## src/rtl/pwmo_pkg.sv

```systemverilog
// constants, field positions and types of the pwm operator slice
// assumes an ahb-lite slave with 32-bit words at byte offsets 0x90..0xb8
package pwmo_pkg;
   // ==========================================
   // register offsets
   localparam logic [7:0] DT_CFG_OFF = 8'h90;
   localparam logic [7:0] FED_SHD_OFF = 8'h94;
   localparam logic [7:0] RED_SHD_OFF = 8'h98;
   localparam logic [7:0] CR_CFG_OFF = 8'h9c;
   localparam logic [7:0] FA_CFG_OFF = 8'ha0;
   localparam logic [7:0] FF_CFG_OFF = 8'ha4;
   localparam logic [7:0] TS_OFF = 8'ha8;
   localparam logic [7:0] SU_CFG_OFF = 8'hac;
   localparam logic [7:0] STA_SHD_OFF = 8'hb0;
   localparam logic [7:0] STB_SHD_OFF = 8'hb4;
   localparam logic [7:0] GT_CFG_OFF = 8'hb8;
   // ==========================================
   // field positions
   localparam int DT_FED_UP_LSB = 0;
   localparam int DT_RED_UP_LSB = 4;
   localparam int DT_DEB = 8;
   localparam int DT_ASWAP = 9;
   localparam int DT_BSWAP = 10;
   localparam int DT_REDIN = 11;
   localparam int DT_FEDIN = 12;
   localparam int DT_REDINV = 13;
   localparam int DT_FEDINV = 14;
   localparam int DT_ABYP = 15;
   localparam int DT_BBYP = 16;
   localparam int DT_CLKSEL = 17;
   localparam int CR_EN = 0;
   localparam int CR_PRE_LSB = 1;
   localparam int CR_DUTY_LSB = 5;
   localparam int CR_FPW_LSB = 8;
   localparam int CR_OINV = 12;
   localparam int CR_IINV = 13;
   localparam int FA_CBC_EN_LSB = 0;
   localparam int FA_SW_CBC = 3;
   localparam int FA_OST_EN_LSB = 4;
   localparam int FA_SW_OST = 7;
   localparam int FA_ACT_LSB = 8;
   localparam int FA_ACT_STRIDE = 8;
   localparam int FF_CLR = 0;
   localparam int FF_REF_LSB = 1;
   localparam int FF_FCBC = 3;
   localparam int FF_FOST = 4;
   localparam int TS_CBC_ON = 0;
   localparam int TS_OST_ON = 1;
   localparam int SU_A_LSB = 0;
   localparam int SU_B_LSB = 4;
   localparam int SU_A_PEND = 8;
   localparam int SU_B_PEND = 9;
   localparam int GT_UP_LSB = 0;
   localparam int GT_T0_LSB = 4;
   localparam int GT_T1_LSB = 7;
   localparam int UPM_TEZ = 0;
   localparam int UPM_TEP = 1;
   localparam int UPM_SYNC = 2;
   localparam int UPM_OFF = 3;
   // ==========================================
   // reset values and codes
   localparam logic [31:0] DT_CFG_RST = 32'h0001_8000;
   localparam logic [31:0] ZERO_RST = 32'h0000_0000;
   localparam logic [1:0] ACT_HOLD = 2'h0;
   localparam logic [1:0] ACT_LOW = 2'h1;
   localparam logic [1:0] ACT_HIGH = 2'h2;
   localparam logic [1:0] ACT_TOGGLE = 2'h3;
   localparam logic [2:0] TRIG_SYNC = 3'h3;
   localparam logic [2:0] CR_LAST_PHASE = 3'h7;
   typedef struct packed {
      logic timer_equals_zero;
      logic timer_equals_period;
      logic sync_taken;
      logic timer_up;
   } pwmo_timer_type;
endpackage

```

## src/rtl/pwmo_top.sv

```systemverilog
// pwm operator slice: dead time, carrier chopper, fault handler,
// time-stamp shadows and generator trigger selection behind ahb-lite
// assumes generator, timer and fault detectors run on hclk
//
// Overview of operation
// - dead-time counts every hclk, or only on prescaled timer ticks when selected
// - dual-edge mode off: delays on separate paths; on: both on path b
// - rising/falling delay actives load per own 4-bit update method
// - delay writes go to shadows; logic uses only active copies
// - carrier input invert flips both outputs entering the carrier
// - carrier output invert flips both outputs leaving the carrier
// - first pulse of a burst lasts first-pulse-width carrier periods
// - carrier duty is duty field over eight
// - carrier period is eight hclk periods times prescale plus one
// - carrier enabled modulates; disabled passes signals unchanged
// - fault action per output, trip type, direction: hold, low, high, toggle
// - each fault input starts one-shot trip only when enabled
// - each fault input starts cycle trip only when enabled
// - software forced trips act only with their software enable set
// - any change of force-one-shot bit starts a one-shot trip
// - any change of force-cycle bit starts a cycle trip
// - cycle trip refreshed at zero (bit0) and/or period (bit1)
// - any change of clear-one-shot bit ends the one-shot trip
// - two read-only flags show one-shot and cycle trips ongoing
// - stamp pending flag set on shadow write, cleared on active load
// - stamp actives load per own 4-bit update method
// - trigger sources select fault 0-2, sync 3, none otherwise, registered one hclk later
// - generator config active loads per its update method
`timescale 1ns/1ps
module pwmo_top
   import pwmo_pkg::*;
#(
   parameter int VAL_W = 16
) (
   input wire logic hclk,
   input wire logic hresetn,
   input wire logic clk_en,
   input wire logic hsel,
   input wire logic [31:0] haddr,
   input wire logic [1:0] htrans,
   input wire logic hwrite,
   input wire logic [2:0] hsize,
   input wire logic [31:0] hwdata,
   input wire logic hready,
   output logic hreadyout,
   output logic hresp,
   output logic [31:0] hrdata,
   input wire logic op1_gen_a,
   input wire logic op1_gen_b,
   input wire logic [2:0] fault_input,
   input wire logic prescaled_timer_clock,
   input wire pwmo_timer_type timer_events,
   output logic op1_output_a,
   output logic op1_output_b,
   output logic gen_trigger0,
   output logic gen_trigger1,
   output logic [VAL_W-1:0] stamp_a_active,
   output logic [VAL_W-1:0] stamp_b_active,
   output logic gen_config_load
);
   // ==========================================
   // ahb-lite slave, zero wait states while clk_en is high, wait states while it is low
   logic take;
   logic wr_q;
   logic valid_q;
   logic [7:0] addr_q;
   logic [31:0] hrdata_q;
   logic [31:0] rd_mux;
   logic wr_do;
   logic [31:0] dt_q;
   logic [31:0] cr_q;
   logic [31:0] fa_q;
   logic [31:0] ff_q;
   logic [7:0] su_q;
   logic [31:0] gt_q;
   logic [VAL_W-1:0] shd_q [4];
   logic [VAL_W-1:0] act_q [4];
   logic [4:0] upd_wr;
   logic [4:0] upd_pend_q;
   logic [4:0] upd_load;
   logic [3:0] upd_m [5];
   logic ost_on_q;
   logic cbc_on_q;

   // stalling through hreadyout keeps the bus frozen with the block
   assign take = hsel & htrans[1] & hready & clk_en;
   assign hreadyout = clk_en;
   assign hresp = 1'b0;
   assign hrdata = hrdata_q;
   assign wr_do = valid_q & wr_q & clk_en;

   always_comb begin
      rd_mux = ZERO_RST;
      case (haddr[7:0])
         DT_CFG_OFF: rd_mux = dt_q;
         FED_SHD_OFF: rd_mux[VAL_W-1:0] = shd_q[0];
         RED_SHD_OFF: rd_mux[VAL_W-1:0] = shd_q[1];
         CR_CFG_OFF: rd_mux = cr_q;
         FA_CFG_OFF: rd_mux = fa_q;
         FF_CFG_OFF: rd_mux = ff_q;
         TS_OFF: begin
            rd_mux[TS_CBC_ON] = cbc_on_q;
            rd_mux[TS_OST_ON] = ost_on_q;
         end
         SU_CFG_OFF: begin
            rd_mux[7:0] = su_q;
            rd_mux[SU_A_PEND] = upd_pend_q[2];
            rd_mux[SU_B_PEND] = upd_pend_q[3];
         end
         STA_SHD_OFF: rd_mux[VAL_W-1:0] = shd_q[2];
         STB_SHD_OFF: rd_mux[VAL_W-1:0] = shd_q[3];
         GT_CFG_OFF: rd_mux = gt_q;
         default: rd_mux = ZERO_RST;
      endcase
   end

   always_ff @(posedge hclk or negedge hresetn) begin
      if (!hresetn) begin
         wr_q <= 1'b0;
         valid_q <= 1'b0;
         addr_q <= 8'h00;
         hrdata_q <= ZERO_RST;
      end else if (clk_en) begin
         valid_q <= take;
         if (take) begin
            wr_q <= hwrite;
            addr_q <= haddr[7:0];
            if (!hwrite) begin
               hrdata_q <= rd_mux;
            end
         end
      end
   end

   // ==========================================
   // software registers
   always_ff @(posedge hclk or negedge hresetn) begin
      if (!hresetn) begin
         dt_q <= DT_CFG_RST;
         cr_q <= ZERO_RST;
         fa_q <= ZERO_RST;
         ff_q <= ZERO_RST;
         su_q <= 8'h00;
         gt_q <= ZERO_RST;
         for (int i = 0; i < 4; i++) begin
            shd_q[i] <= '0;
         end
      end else if (wr_do) begin
         case (addr_q)
            DT_CFG_OFF: dt_q <= hwdata;
            FED_SHD_OFF: shd_q[0] <= hwdata[VAL_W-1:0];
            RED_SHD_OFF: shd_q[1] <= hwdata[VAL_W-1:0];
            CR_CFG_OFF: cr_q <= hwdata;
            FA_CFG_OFF: fa_q <= hwdata;
            FF_CFG_OFF: ff_q <= hwdata;
            SU_CFG_OFF: su_q <= hwdata[7:0];
            STA_SHD_OFF: shd_q[2] <= hwdata[VAL_W-1:0];
            STB_SHD_OFF: shd_q[3] <= hwdata[VAL_W-1:0];
            GT_CFG_OFF: gt_q <= hwdata;
            default: dt_q <= dt_q;
         endcase
      end
   end

   // ==========================================
   // shadow to active transfer
   assign upd_wr[0] = wr_do & (addr_q == FED_SHD_OFF);
   assign upd_wr[1] = wr_do & (addr_q == RED_SHD_OFF);
   assign upd_wr[2] = wr_do & (addr_q == STA_SHD_OFF);
   assign upd_wr[3] = wr_do & (addr_q == STB_SHD_OFF);
   assign upd_wr[4] = wr_do & (addr_q == GT_CFG_OFF);
   assign upd_m[0] = dt_q[DT_FED_UP_LSB +: 4];
   assign upd_m[1] = dt_q[DT_RED_UP_LSB +: 4];
   assign upd_m[2] = su_q[SU_A_LSB +: 4];
   assign upd_m[3] = su_q[SU_B_LSB +: 4];
   assign upd_m[4] = gt_q[GT_UP_LSB +: 4];

   for (genvar u = 0; u < 5; u++) begin : g_upd
      logic moment;
      // any selected moment fires the load, so the earliest one wins
      assign moment = (upd_m[u][UPM_TEZ] & timer_events.timer_equals_zero)
                    | (upd_m[u][UPM_TEP] & timer_events.timer_equals_period)
                    | (upd_m[u][UPM_SYNC] & timer_events.sync_taken);
      assign upd_load[u] = upd_pend_q[u] & clk_en
                         & ((upd_m[u] == 4'h0) | (~upd_m[u][UPM_OFF] & moment));
      always_ff @(posedge hclk or negedge hresetn) begin
         if (!hresetn) begin
            upd_pend_q[u] <= 1'b0;
         end else if (upd_wr[u]) begin
            upd_pend_q[u] <= 1'b1;
         end else if (upd_load[u]) begin
            upd_pend_q[u] <= 1'b0;
         end
      end
   end

   for (genvar v = 0; v < 4; v++) begin : g_act
      always_ff @(posedge hclk or negedge hresetn) begin
         if (!hresetn) begin
            act_q[v] <= '0;
         end else if (upd_load[v]) begin
            act_q[v] <= shd_q[v];
         end
      end
   end

   assign stamp_a_active = act_q[2];
   assign stamp_b_active = act_q[3];

   always_ff @(posedge hclk or negedge hresetn) begin
      if (!hresetn) begin
         gen_config_load <= 1'b0;
      end else if (clk_en) begin
         gen_config_load <= upd_load[4];
      end
   end

   // ==========================================
   // dead-time generator
   logic dt_tick;
   logic red_src;
   logic fed_src;
   logic red_o;
   logic fed_o;
   logic path_a;
   logic path_b;
   logic [1:0] dt_out;
   logic [VAL_W-1:0] red_cnt_q;
   logic [VAL_W-1:0] fed_cnt_q;

   assign dt_tick = dt_q[DT_CLKSEL] ? prescaled_timer_clock : 1'b1;
   assign red_src = dt_q[DT_REDIN] ? op1_gen_b : op1_gen_a;
   assign fed_src = dt_q[DT_FEDIN] ? op1_gen_b : op1_gen_a;

   always_ff @(posedge hclk or negedge hresetn) begin
      if (!hresetn) begin
         red_cnt_q <= '0;
      end else if (clk_en) begin
         if (!red_src) begin
            red_cnt_q <= '0;
         end else if (dt_tick && red_cnt_q != act_q[1]) begin
            red_cnt_q <= red_cnt_q + 1'b1;
         end
      end
   end

   always_ff @(posedge hclk or negedge hresetn) begin
      if (!hresetn) begin
         fed_cnt_q <= '0;
      end else if (clk_en) begin
         if (fed_src) begin
            fed_cnt_q <= '0;
         end else if (dt_tick && fed_cnt_q != act_q[0]) begin
            fed_cnt_q <= fed_cnt_q + 1'b1;
         end
      end
   end

   assign red_o = (red_src & (red_cnt_q == act_q[1])) ^ dt_q[DT_REDINV];
   assign fed_o = (fed_src | (fed_cnt_q != act_q[0])) ^ dt_q[DT_FEDINV];
   assign path_a = red_o;
   assign path_b = dt_q[DT_DEB] ? (red_o & fed_o) : fed_o;
   assign dt_out[0] = dt_q[DT_ABYP] ? op1_gen_a
                    : (dt_q[DT_ASWAP] ? path_b : path_a);
   assign dt_out[1] = dt_q[DT_BBYP] ? op1_gen_b
                    : (dt_q[DT_BSWAP] ? path_a : path_b);

   // ==========================================
   // carrier chopper
   logic [3:0] pre_cnt_q;
   logic cr_tick;
   logic [2:0] phase_q;
   logic chop;
   logic period_end;
   logic [1:0] cr_out;

   assign cr_tick = clk_en & (pre_cnt_q == cr_q[CR_PRE_LSB +: 4]);
   assign chop = phase_q < cr_q[CR_DUTY_LSB +: 3];
   assign period_end = cr_tick & (phase_q == CR_LAST_PHASE);

   always_ff @(posedge hclk or negedge hresetn) begin
      if (!hresetn) begin
         pre_cnt_q <= 4'h0;
      end else if (cr_tick) begin
         pre_cnt_q <= 4'h0;
      end else if (clk_en) begin
         pre_cnt_q <= pre_cnt_q + 4'h1;
      end
   end

   always_ff @(posedge hclk or negedge hresetn) begin
      if (!hresetn) begin
         phase_q <= 3'h0;
      end else if (cr_tick) begin
         phase_q <= phase_q + 3'h1;
      end
   end

   for (genvar c = 0; c < 2; c++) begin : g_car
      logic sin;
      logic prev_q;
      logic [3:0] fp_cnt_q;
      assign sin = dt_out[c] ^ cr_q[CR_IINV];
      always_ff @(posedge hclk or negedge hresetn) begin
         if (!hresetn) begin
            prev_q <= 1'b0;
            fp_cnt_q <= 4'h0;
         end else if (clk_en) begin
            prev_q <= sin;
            if (sin && !prev_q) begin
               fp_cnt_q <= cr_q[CR_FPW_LSB +: 4];
            end else if (!sin) begin
               fp_cnt_q <= 4'h0;
            end else if (period_end && fp_cnt_q != 4'h0) begin
               fp_cnt_q <= fp_cnt_q - 4'h1;
            end
         end
      end
      // bypass drops both inversions too
      assign cr_out[c] = cr_q[CR_EN]
         ? ((sin & ((fp_cnt_q != 4'h0) | chop)) ^ cr_q[CR_OINV])
         : dt_out[c];
   end

   // ==========================================
   // fault handler
   logic fost_prev_q;
   logic fcbc_prev_q;
   logic clr_prev_q;
   logic fost_tog;
   logic fcbc_tog;
   logic clr_tog;
   logic trig_ost;
   logic trig_cbc;
   logic cbc_refresh;

   assign fost_tog = ff_q[FF_FOST] ^ fost_prev_q;
   assign fcbc_tog = ff_q[FF_FCBC] ^ fcbc_prev_q;
   assign clr_tog = ff_q[FF_CLR] ^ clr_prev_q;
   assign trig_ost = (|(fault_input & fa_q[FA_OST_EN_LSB +: 3]))
                   | (fa_q[FA_SW_OST] & fost_tog);
   assign trig_cbc = (|(fault_input & fa_q[FA_CBC_EN_LSB +: 3]))
                   | (fa_q[FA_SW_CBC] & fcbc_tog);
   assign cbc_refresh =
      (ff_q[FF_REF_LSB] & timer_events.timer_equals_zero)
      | (ff_q[FF_REF_LSB+1] & timer_events.timer_equals_period);

   always_ff @(posedge hclk or negedge hresetn) begin
      if (!hresetn) begin
         fost_prev_q <= 1'b0;
         fcbc_prev_q <= 1'b0;
         clr_prev_q <= 1'b0;
      end else if (clk_en) begin
         fost_prev_q <= ff_q[FF_FOST];
         fcbc_prev_q <= ff_q[FF_FCBC];
         clr_prev_q <= ff_q[FF_CLR];
      end
   end

   // a new trip in the clearing cycle keeps the flag set
   always_ff @(posedge hclk or negedge hresetn) begin
      if (!hresetn) begin
         ost_on_q <= 1'b0;
      end else if (clk_en) begin
         if (trig_ost) begin
            ost_on_q <= 1'b1;
         end else if (clr_tog) begin
            ost_on_q <= 1'b0;
         end
      end
   end

   always_ff @(posedge hclk or negedge hresetn) begin
      if (!hresetn) begin
         cbc_on_q <= 1'b0;
      end else if (clk_en) begin
         if (trig_cbc) begin
            cbc_on_q <= 1'b1;
         end else if (cbc_refresh) begin
            cbc_on_q <= 1'b0;
         end
      end
   end

   logic [1:0] fh_out_q;

   for (genvar o = 0; o < 2; o++) begin : g_fh
      logic [7:0] f;
      logic [1:0] act;
      assign f = fa_q[FA_ACT_LSB + o*FA_ACT_STRIDE +: 8];
      always_comb begin
         act = ACT_HOLD;
         if (ost_on_q) begin
            act = timer_events.timer_up ? f[7:6] : f[5:4];
         end else if (cbc_on_q) begin
            act = timer_events.timer_up ? f[3:2] : f[1:0];
         end
      end
      always_ff @(posedge hclk or negedge hresetn) begin
         if (!hresetn) begin
            fh_out_q[o] <= 1'b0;
         end else if (clk_en) begin
            case (act)
               ACT_LOW: fh_out_q[o] <= 1'b0;
               ACT_HIGH: fh_out_q[o] <= 1'b1;
               ACT_TOGGLE: fh_out_q[o] <= ~cr_out[o];
               default: fh_out_q[o] <= cr_out[o];
            endcase
         end
      end
   end

   assign op1_output_a = fh_out_q[0];
   assign op1_output_b = fh_out_q[1];

   // ==========================================
   // generator trigger selection
   logic [1:0] trig_q;

   for (genvar t = 0; t < 2; t++) begin : g_trig
      logic [2:0] sel;
      assign sel = gt_q[(t == 0 ? GT_T0_LSB : GT_T1_LSB) +: 3];
      always_ff @(posedge hclk or negedge hresetn) begin
         if (!hresetn) begin
            trig_q[t] <= 1'b0;
         end else if (clk_en) begin
            if (sel < TRIG_SYNC) begin
               trig_q[t] <= fault_input[sel[1:0]];
            end else if (sel == TRIG_SYNC) begin
               trig_q[t] <= timer_events.sync_taken;
            end else begin
               trig_q[t] <= 1'b0;
            end
         end
      end
   end

   assign gen_trigger0 = trig_q[0];
   assign gen_trigger1 = trig_q[1];
endmodule

```

## config.mk

```make
export PLATFORM = sky130hd
export DESIGN_NAME = pwmo_top
export DESIGN_NICKNAME = d
export VERILOG_FILES = /design/src/rtl/pwmo_pkg.sv /design/src/rtl/pwmo_top.sv
export SDC_FILE = /design/constraint.sdc
export NUM_CORES = 1
export LEC_CHECK = 0
export BUFFER_PORTS_ARGS = -buffer_cell sky130_fd_sc_hd__buf_2
export CAP_MARGIN = 25
export CORE_MARGIN = 3
export CORE_UTILIZATION = 45
export DETAILED_ROUTE_END_ITERATION = 12
export PLACE_DENSITY = 0.66
export REMOVE_ABC_BUFFERS = 1
export SETUP_SLACK_MARGIN = 0.1
export SKIP_LAST_GASP = 1
export SYNTH_ARGS = -nofsm -noshare
export SYNTH_HDL_FRONTEND = slang
export SYNTH_SLANG_ARGS = --single-unit
export TNS_END_PERCENT = 1
```

## constraint.sdc

```tcl
create_clock -name hclk -period 3.05 [get_ports hclk]
set_input_delay 0.1525 -clock hclk [delete_from_list [all_inputs] [get_ports hclk]]
set_output_delay 0.1525 -clock hclk [all_outputs]
set_load 0.005 [all_outputs]
```

# After elaboration in Yosys (flattened, before gate mapping)
# Index checks and enable logic that the tools add are counted.
# totals
ff_bits,402
inputBits,85
output_inout_bits,71
wordCells,281
# op_classes
add_sub_neg,6
order_cmp,5
n_eq_ne,37
n_mux,58
n_bitwise,90
reduce_logical,44
# op_table
operator,count
$eq A8 B8 Y1 const B,21
$pmux W16 S5,1
$pmux W8 S10,1
$mux W16,4
$pmux W6 S9,1
$and A1 B1 Y1,50
$reduce_and A2 Y1,17
$add A16 B1 Y16 const B,2
$mux W4,8
$ne A16 B16 Y1,2
$mux W1,30
$pmux W2 S11,1
$or A1 B1 Y1,21
$logic_not A4 Y1,5
$reduce_bool A2 Y1,9
$eq A16 B16 Y1,1
$mux W2,8
$xor A1 B1 Y1,9
$eq A2 B2 Y1 const B,4
$not A1 Y1,8
$reduce_bool A4 Y1,2
$sub A4 B1 Y4 const B,2
$and A3 B3 Y3,2
$eq A3 B2 Y1 const B,2
other kinds (16),29

# Logic depth before layout (Yosys ltp)
# logic_depth
ltp_word,13
depth_mapped,11
ltp_nobuf,10

# Worst setup path after synthesis
# Ideal clock, no wire load.
# synth_timing
kind,reg-to-reg
startpoint,register fed_cnt_q[12]
endpoint,register fh_out_q[1] (netlist: op1_output_b)
setup_ps,122
arrival_ps,2252
required_time_ps,2928
setup_slack_ps,676
path_stages_with_launch,11
n_path_buf,0
cell_sequence,dfrtp_1 xor2_1 nor4_1 nand4_1 nor3_2 xnor2_1 o311a_2 mux2i_1 a311oi_1 mux2i_1 nand2_1
# synth_between
elab_chain_cells,13
# synth_rtl
item,line,source
start: declaration,pwmo_top.sv:229,logic [VAL_W-1:0] fed_cnt_q;
start signal: assignment,pwmo_top.sv:254,fed_cnt_q <= fed_cnt_q + 1'b1;
$ne A16 B16 Y1 (*),pwmo_top.sv:260,assign fed_o = (fed_src | (fed_cnt_q != act_q[0])) ^ dt_q[DT_FEDINV];
$or A1 B1 Y1 (*),pwmo_top.sv:260,
$xor A1 B1 Y1 (*),pwmo_top.sv:260,
$and A1 B1 Y1,pwmo_top.sv:262,assign path_b = dt_q[DT_DEB] ? (red_o & fed_o) : fed_o;
$mux W1 (*),pwmo_top.sv:262,
$mux W1 (*),pwmo_top.sv:266,: (dt_q[DT_BSWAP] ? path_a : path_b);
$mux W1 (*),pwmo_top.sv:265,assign dt_out[1] = dt_q[DT_BBYP] ? op1_gen_b
$xor A1 B1 Y1,pwmo_top.sv:303,assign sin = dt_out[c] ^ cr_q[CR_IINV];
$and A1 B1 Y1,pwmo_top.sv:321,? ((sin & ((fp_cnt_q != 4'h0) | chop)) ^ cr_q[CR_OINV])
$xor A1 B1 Y1,pwmo_top.sv:321,
$mux W1 (*),pwmo_top.sv:321,
$not A1 Y1,pwmo_top.sv:406,ACT_TOGGLE: fh_out_q[o] <= ~cr_out[o];
$pmux W1 S3 (*),pwmo_top.sv:403,case (act)
end signal: indexed assignment,pwmo_top.sv:406,
end signal: indexed assignment,pwmo_top.sv:407,default: fh_out_q[o] <= cr_out[o];
end: declaration,pwmo_top.sv:385,logic [1:0] fh_out_q;
# Mark *: on every way between the ends. The rest lies on a longest branch, timed or not.
# A chain may end at the register's enable or synchronous reset.

# Final worst setup path
# layout_timing
startpoint,register fed_cnt_q[3]
endpoint,register fh_out_q[1] (netlist: op1_output_b)
# The elaborated chain is that of the path after synthesis.

==> results.py <==
metrics = {
    "logic_synthesis": {
        "most_area_consuming_cells_after_synthesis": "dfrtp_1, mux2_2, a221oi_1",
        "post-synth-top-area-fraction_pct": 54.5,
        "postSynth.asyncResetShare_pct": 100,
        "yosysUniqueCellTypes": 65,
        "post_synth_inst_count": 1476,
        "synth_sequential_area_ratio_pct": 54.8,
        "synth_flop_cell": "dfrtp_1",
        "ys.warnings.count": 0,
        "netlist.top_cell.by_area": "dfrtp_1",
        "synth_area_um2": 18400,
        "ys_ff_latch": 402,
        "average_cell_area_after_synthesis_um2": 12.4,
        "synth-edff-count": 0,
    },
    "timing": {
        "worst_slew_pin_tran_ps": 976,
        "setup_viol": 0,
        "slew_headroom_pct": 34.7,
        "rsz0062_at_grt": "yes",
        "min_period_ps": 2860,
        "fmaxAchievable_mhz": 350,
        "timing.final.max_slew_violations": 0,
        "clock_skew_ps": 27.7,
        "layout_setup_ws_ps": 189,
        "fin_tns_setup_ps": 0,
        "timing_hold_violations_final": 0,
        "finalCritPeriodShare_pct": 93.8,
    },
    "critical_path": {
        "cp_data_required_time_ps": 3490,
        "critPathMaxFanout": 5,
        "reg2reg_from": "fed_cnt_q[3]",
        "critPathCaptureType": "flop",
        "cp.arrival_ps": 3300,
        "crit_start": "fed_cnt_q[3]",
        "worst_setup_path_start_kind": "flop",
        "critical_path_class": "reg2reg",
    },
    "floorplan": {
        "die_h_um": 208,
        "core-area_um2": 40000,
        "die_width_um": 208,
        "design.die.area_um2": 43300,
        "fp-row-count": 73,
        "initial_utilization_pct": 45.9,
        "io_pins": 156,
    },
    "place": {
        "place_inst": 2063,
        "place_ws_ps": 253,
        "placedInstanceArea_um2": 19600,
        "post_dp_hpwl_um": 33300,
        "io_buffer_count": 126,
        "routabilityCongestion": 0.866,
    },
    "clocking": {
        "clock_tree.htree_level_count": 2,
        "cts_post_setup_buffers_inserted": 0,
        "insertion_delay_ps": 580,
        "cts_made_buffers": 44,
        "cts.reportedPaths.clkPinSlew_ps": 70,
        "clock_path_buffers": 3,
        "cts_root_buffer": "clkbuf_16",
        "clock_sinks": 402,
        "tritoncts_clock_tree": "done",
    },
    "hold_path": {
        "hold_path_startpoint": "hwdata[11]",
        "holdCritPathClass": "in2reg",
    },
    "flow_run": {
        "drv.max_cap_violation_count": 0,
    },
    "route": {
        "drt_wl_total_um": 47800,
        "dr_total_vias": 12546,
        "wl_per_cell_um": 21.9,
        "initialDrtViolationCount": 750,
        "drcViolationCount": 0,
        "routed_via_density": 5.76,
        "ant_nets": 0,
        "number_of_iterations_in_the_first_detailed_routing_pass": 6,
    },
    "grt": {
        "groute.usage.overall_pct": 21.8,
        "largest_net_degree_at_the_start_of_global_routing": 77,
        "grt_first_pass_wirelength_um": 74700,
        "initial_antenna_violation_count": 0,
        "grt_pass1_vias": 12844,
        "gr-total-overflow": 0,
    },
    "layout": {
        "layout-drive-gt1-share_pct": 35.5,
        "final_common_cell": "dfrtp_1",
        "stdcell_area_um2": 21500,
        "final_nets": 1715,
        "syn_to_final_growth_pct": 16.9,
        "antenna_cells_inserted": 0,
        "finalNonFillerCells": 2179,
        "final_cell_mix": "dfrtp_1, mux2_2, buf_2, nor2_1, nand2_1",
    },
    "power": {
        "power_density_nw_per_um2": 596,
        "p_leak_uw": 0.0104,
        "vdd.ir_drop.worst_uv": 419,
    },
    "outcome": {
        "status": "complete, no violations",
    },
}
[worst paths after layout]
kind	endpoint	slack (ps)	depth (start not counted)
setup / recovery	op1_output_b	190	10
max in group asynchronous	shd_q[39]	2000	3
min in group asynchronous	red_cnt_q[3]	200	2
setup reg to reg	op1_output_b	190	10
hold reg to reg	upd_pend_q[4]	490	1
hold / removal	shd_q[59]	20	2
[cell families after synthesis]
family                   Yosys count  share of synthesized area (%)
other                              1                         0.0204
AND/OR/NAND/NOR                  286                           7.51
flip-flops                       402                           54.8
buffers and inverters            138                           3.59
adder cells (fa/ha/maj)           10                          0.681
XOR/XNOR                          67                           3.30
multiplexers                     349                           21.3
AO/OA/AOI/OAI                    223                           8.83
[layout make-up]
class | count | area [um2]
Clock inverter | 17 | 220
Fill cell | 3370 | 18500
Sequential cell | 402 | 10100
Multi-Input combinational cell | 936 | 7770
Tap cell | 525 | 657
Clock buffer | 63 | 1250
Inverter | 29 | 109
Timing Repair Buffer | 207 | 1410
[flip-flops by register name (all words and copies together), names as in the netlist, 4 cells and up]
name	flops
shd_q	64
stamp_a_active	16
g_car.fp_cnt_q	8
cr_q	32
hrdata	32
red_cnt_q	16
gt_q	32
pre_cnt_q	4
upd_pend_q	5
addr_q	8
dt_q	32
fa_q	32
fed_cnt_q	16
ff_q	32
stamp_b_active	16
act_q	32
su_q	8
[cell usage after synthesis (27+ instances only)]
cell type  count
dfrtp_1      400
mux2_2       312
nor2_1        93
nand2_1       79
clkbuf_1      60
o21ai_0       50
a221oi_1      46
xor2_1        39
buf_4         35
mux2i_1       32
nand3_1       29
inv_1         28
a22o_1        27
xnor2_1       27
[report_power, final]
group	internal [uW]	leakage, uW	switching (uW)
Combinational	669	0.00416	834
Sequential	5610	0.00549	275
Clock	3210	0.000717	2200
Total	9490	0.0104	3310
[per-stage QoR]
stage               hold WS, ps  utilization, %  power, uW
global route               14.9            53.7      13300
CTS                        1.18            53.7      12900
global placement            218            49.1       7390
detailed placement          212            49.1       7440
finish                     18.3            53.7      12800
floorplan                  -143               -       6800
[metal layers]
| metal | vias to the layer above | track usage [%] | wire (um) |
|---|---|---|---|
| met5 | - | 0 | 0 |
| met4 | 0 | 6.25 | 1260 |
| met3 | 72 | 4.43 | 2960 |
| met2 | 384 | 35.2 | 22400 |
| met1 | 6466 | 30.0 | 21200 |
| li1 | 5624 | - | - |
[worst max-delay path: stages, from the launching register on]
cell	delay, ps
dfrtp_1	430
xor2_1	200
nor4_2	330
nand4_1	170
nor3_2	220
xnor2_1	210
o311a_2	440
mux2i_1	140
a311oi_1	270
mux2i_1	240
nand2_1	60
[what timing repair did]
action | CTS | global route
hold endpoints to repair | 231 | 0
endpoints found under the setup margin | 1 | 3
pin swaps | 0 | 0
gates resized for setup | 1 | 1
hold buffers | 36 | 0
Note: power is estimated with default switching activity, not from simulation.
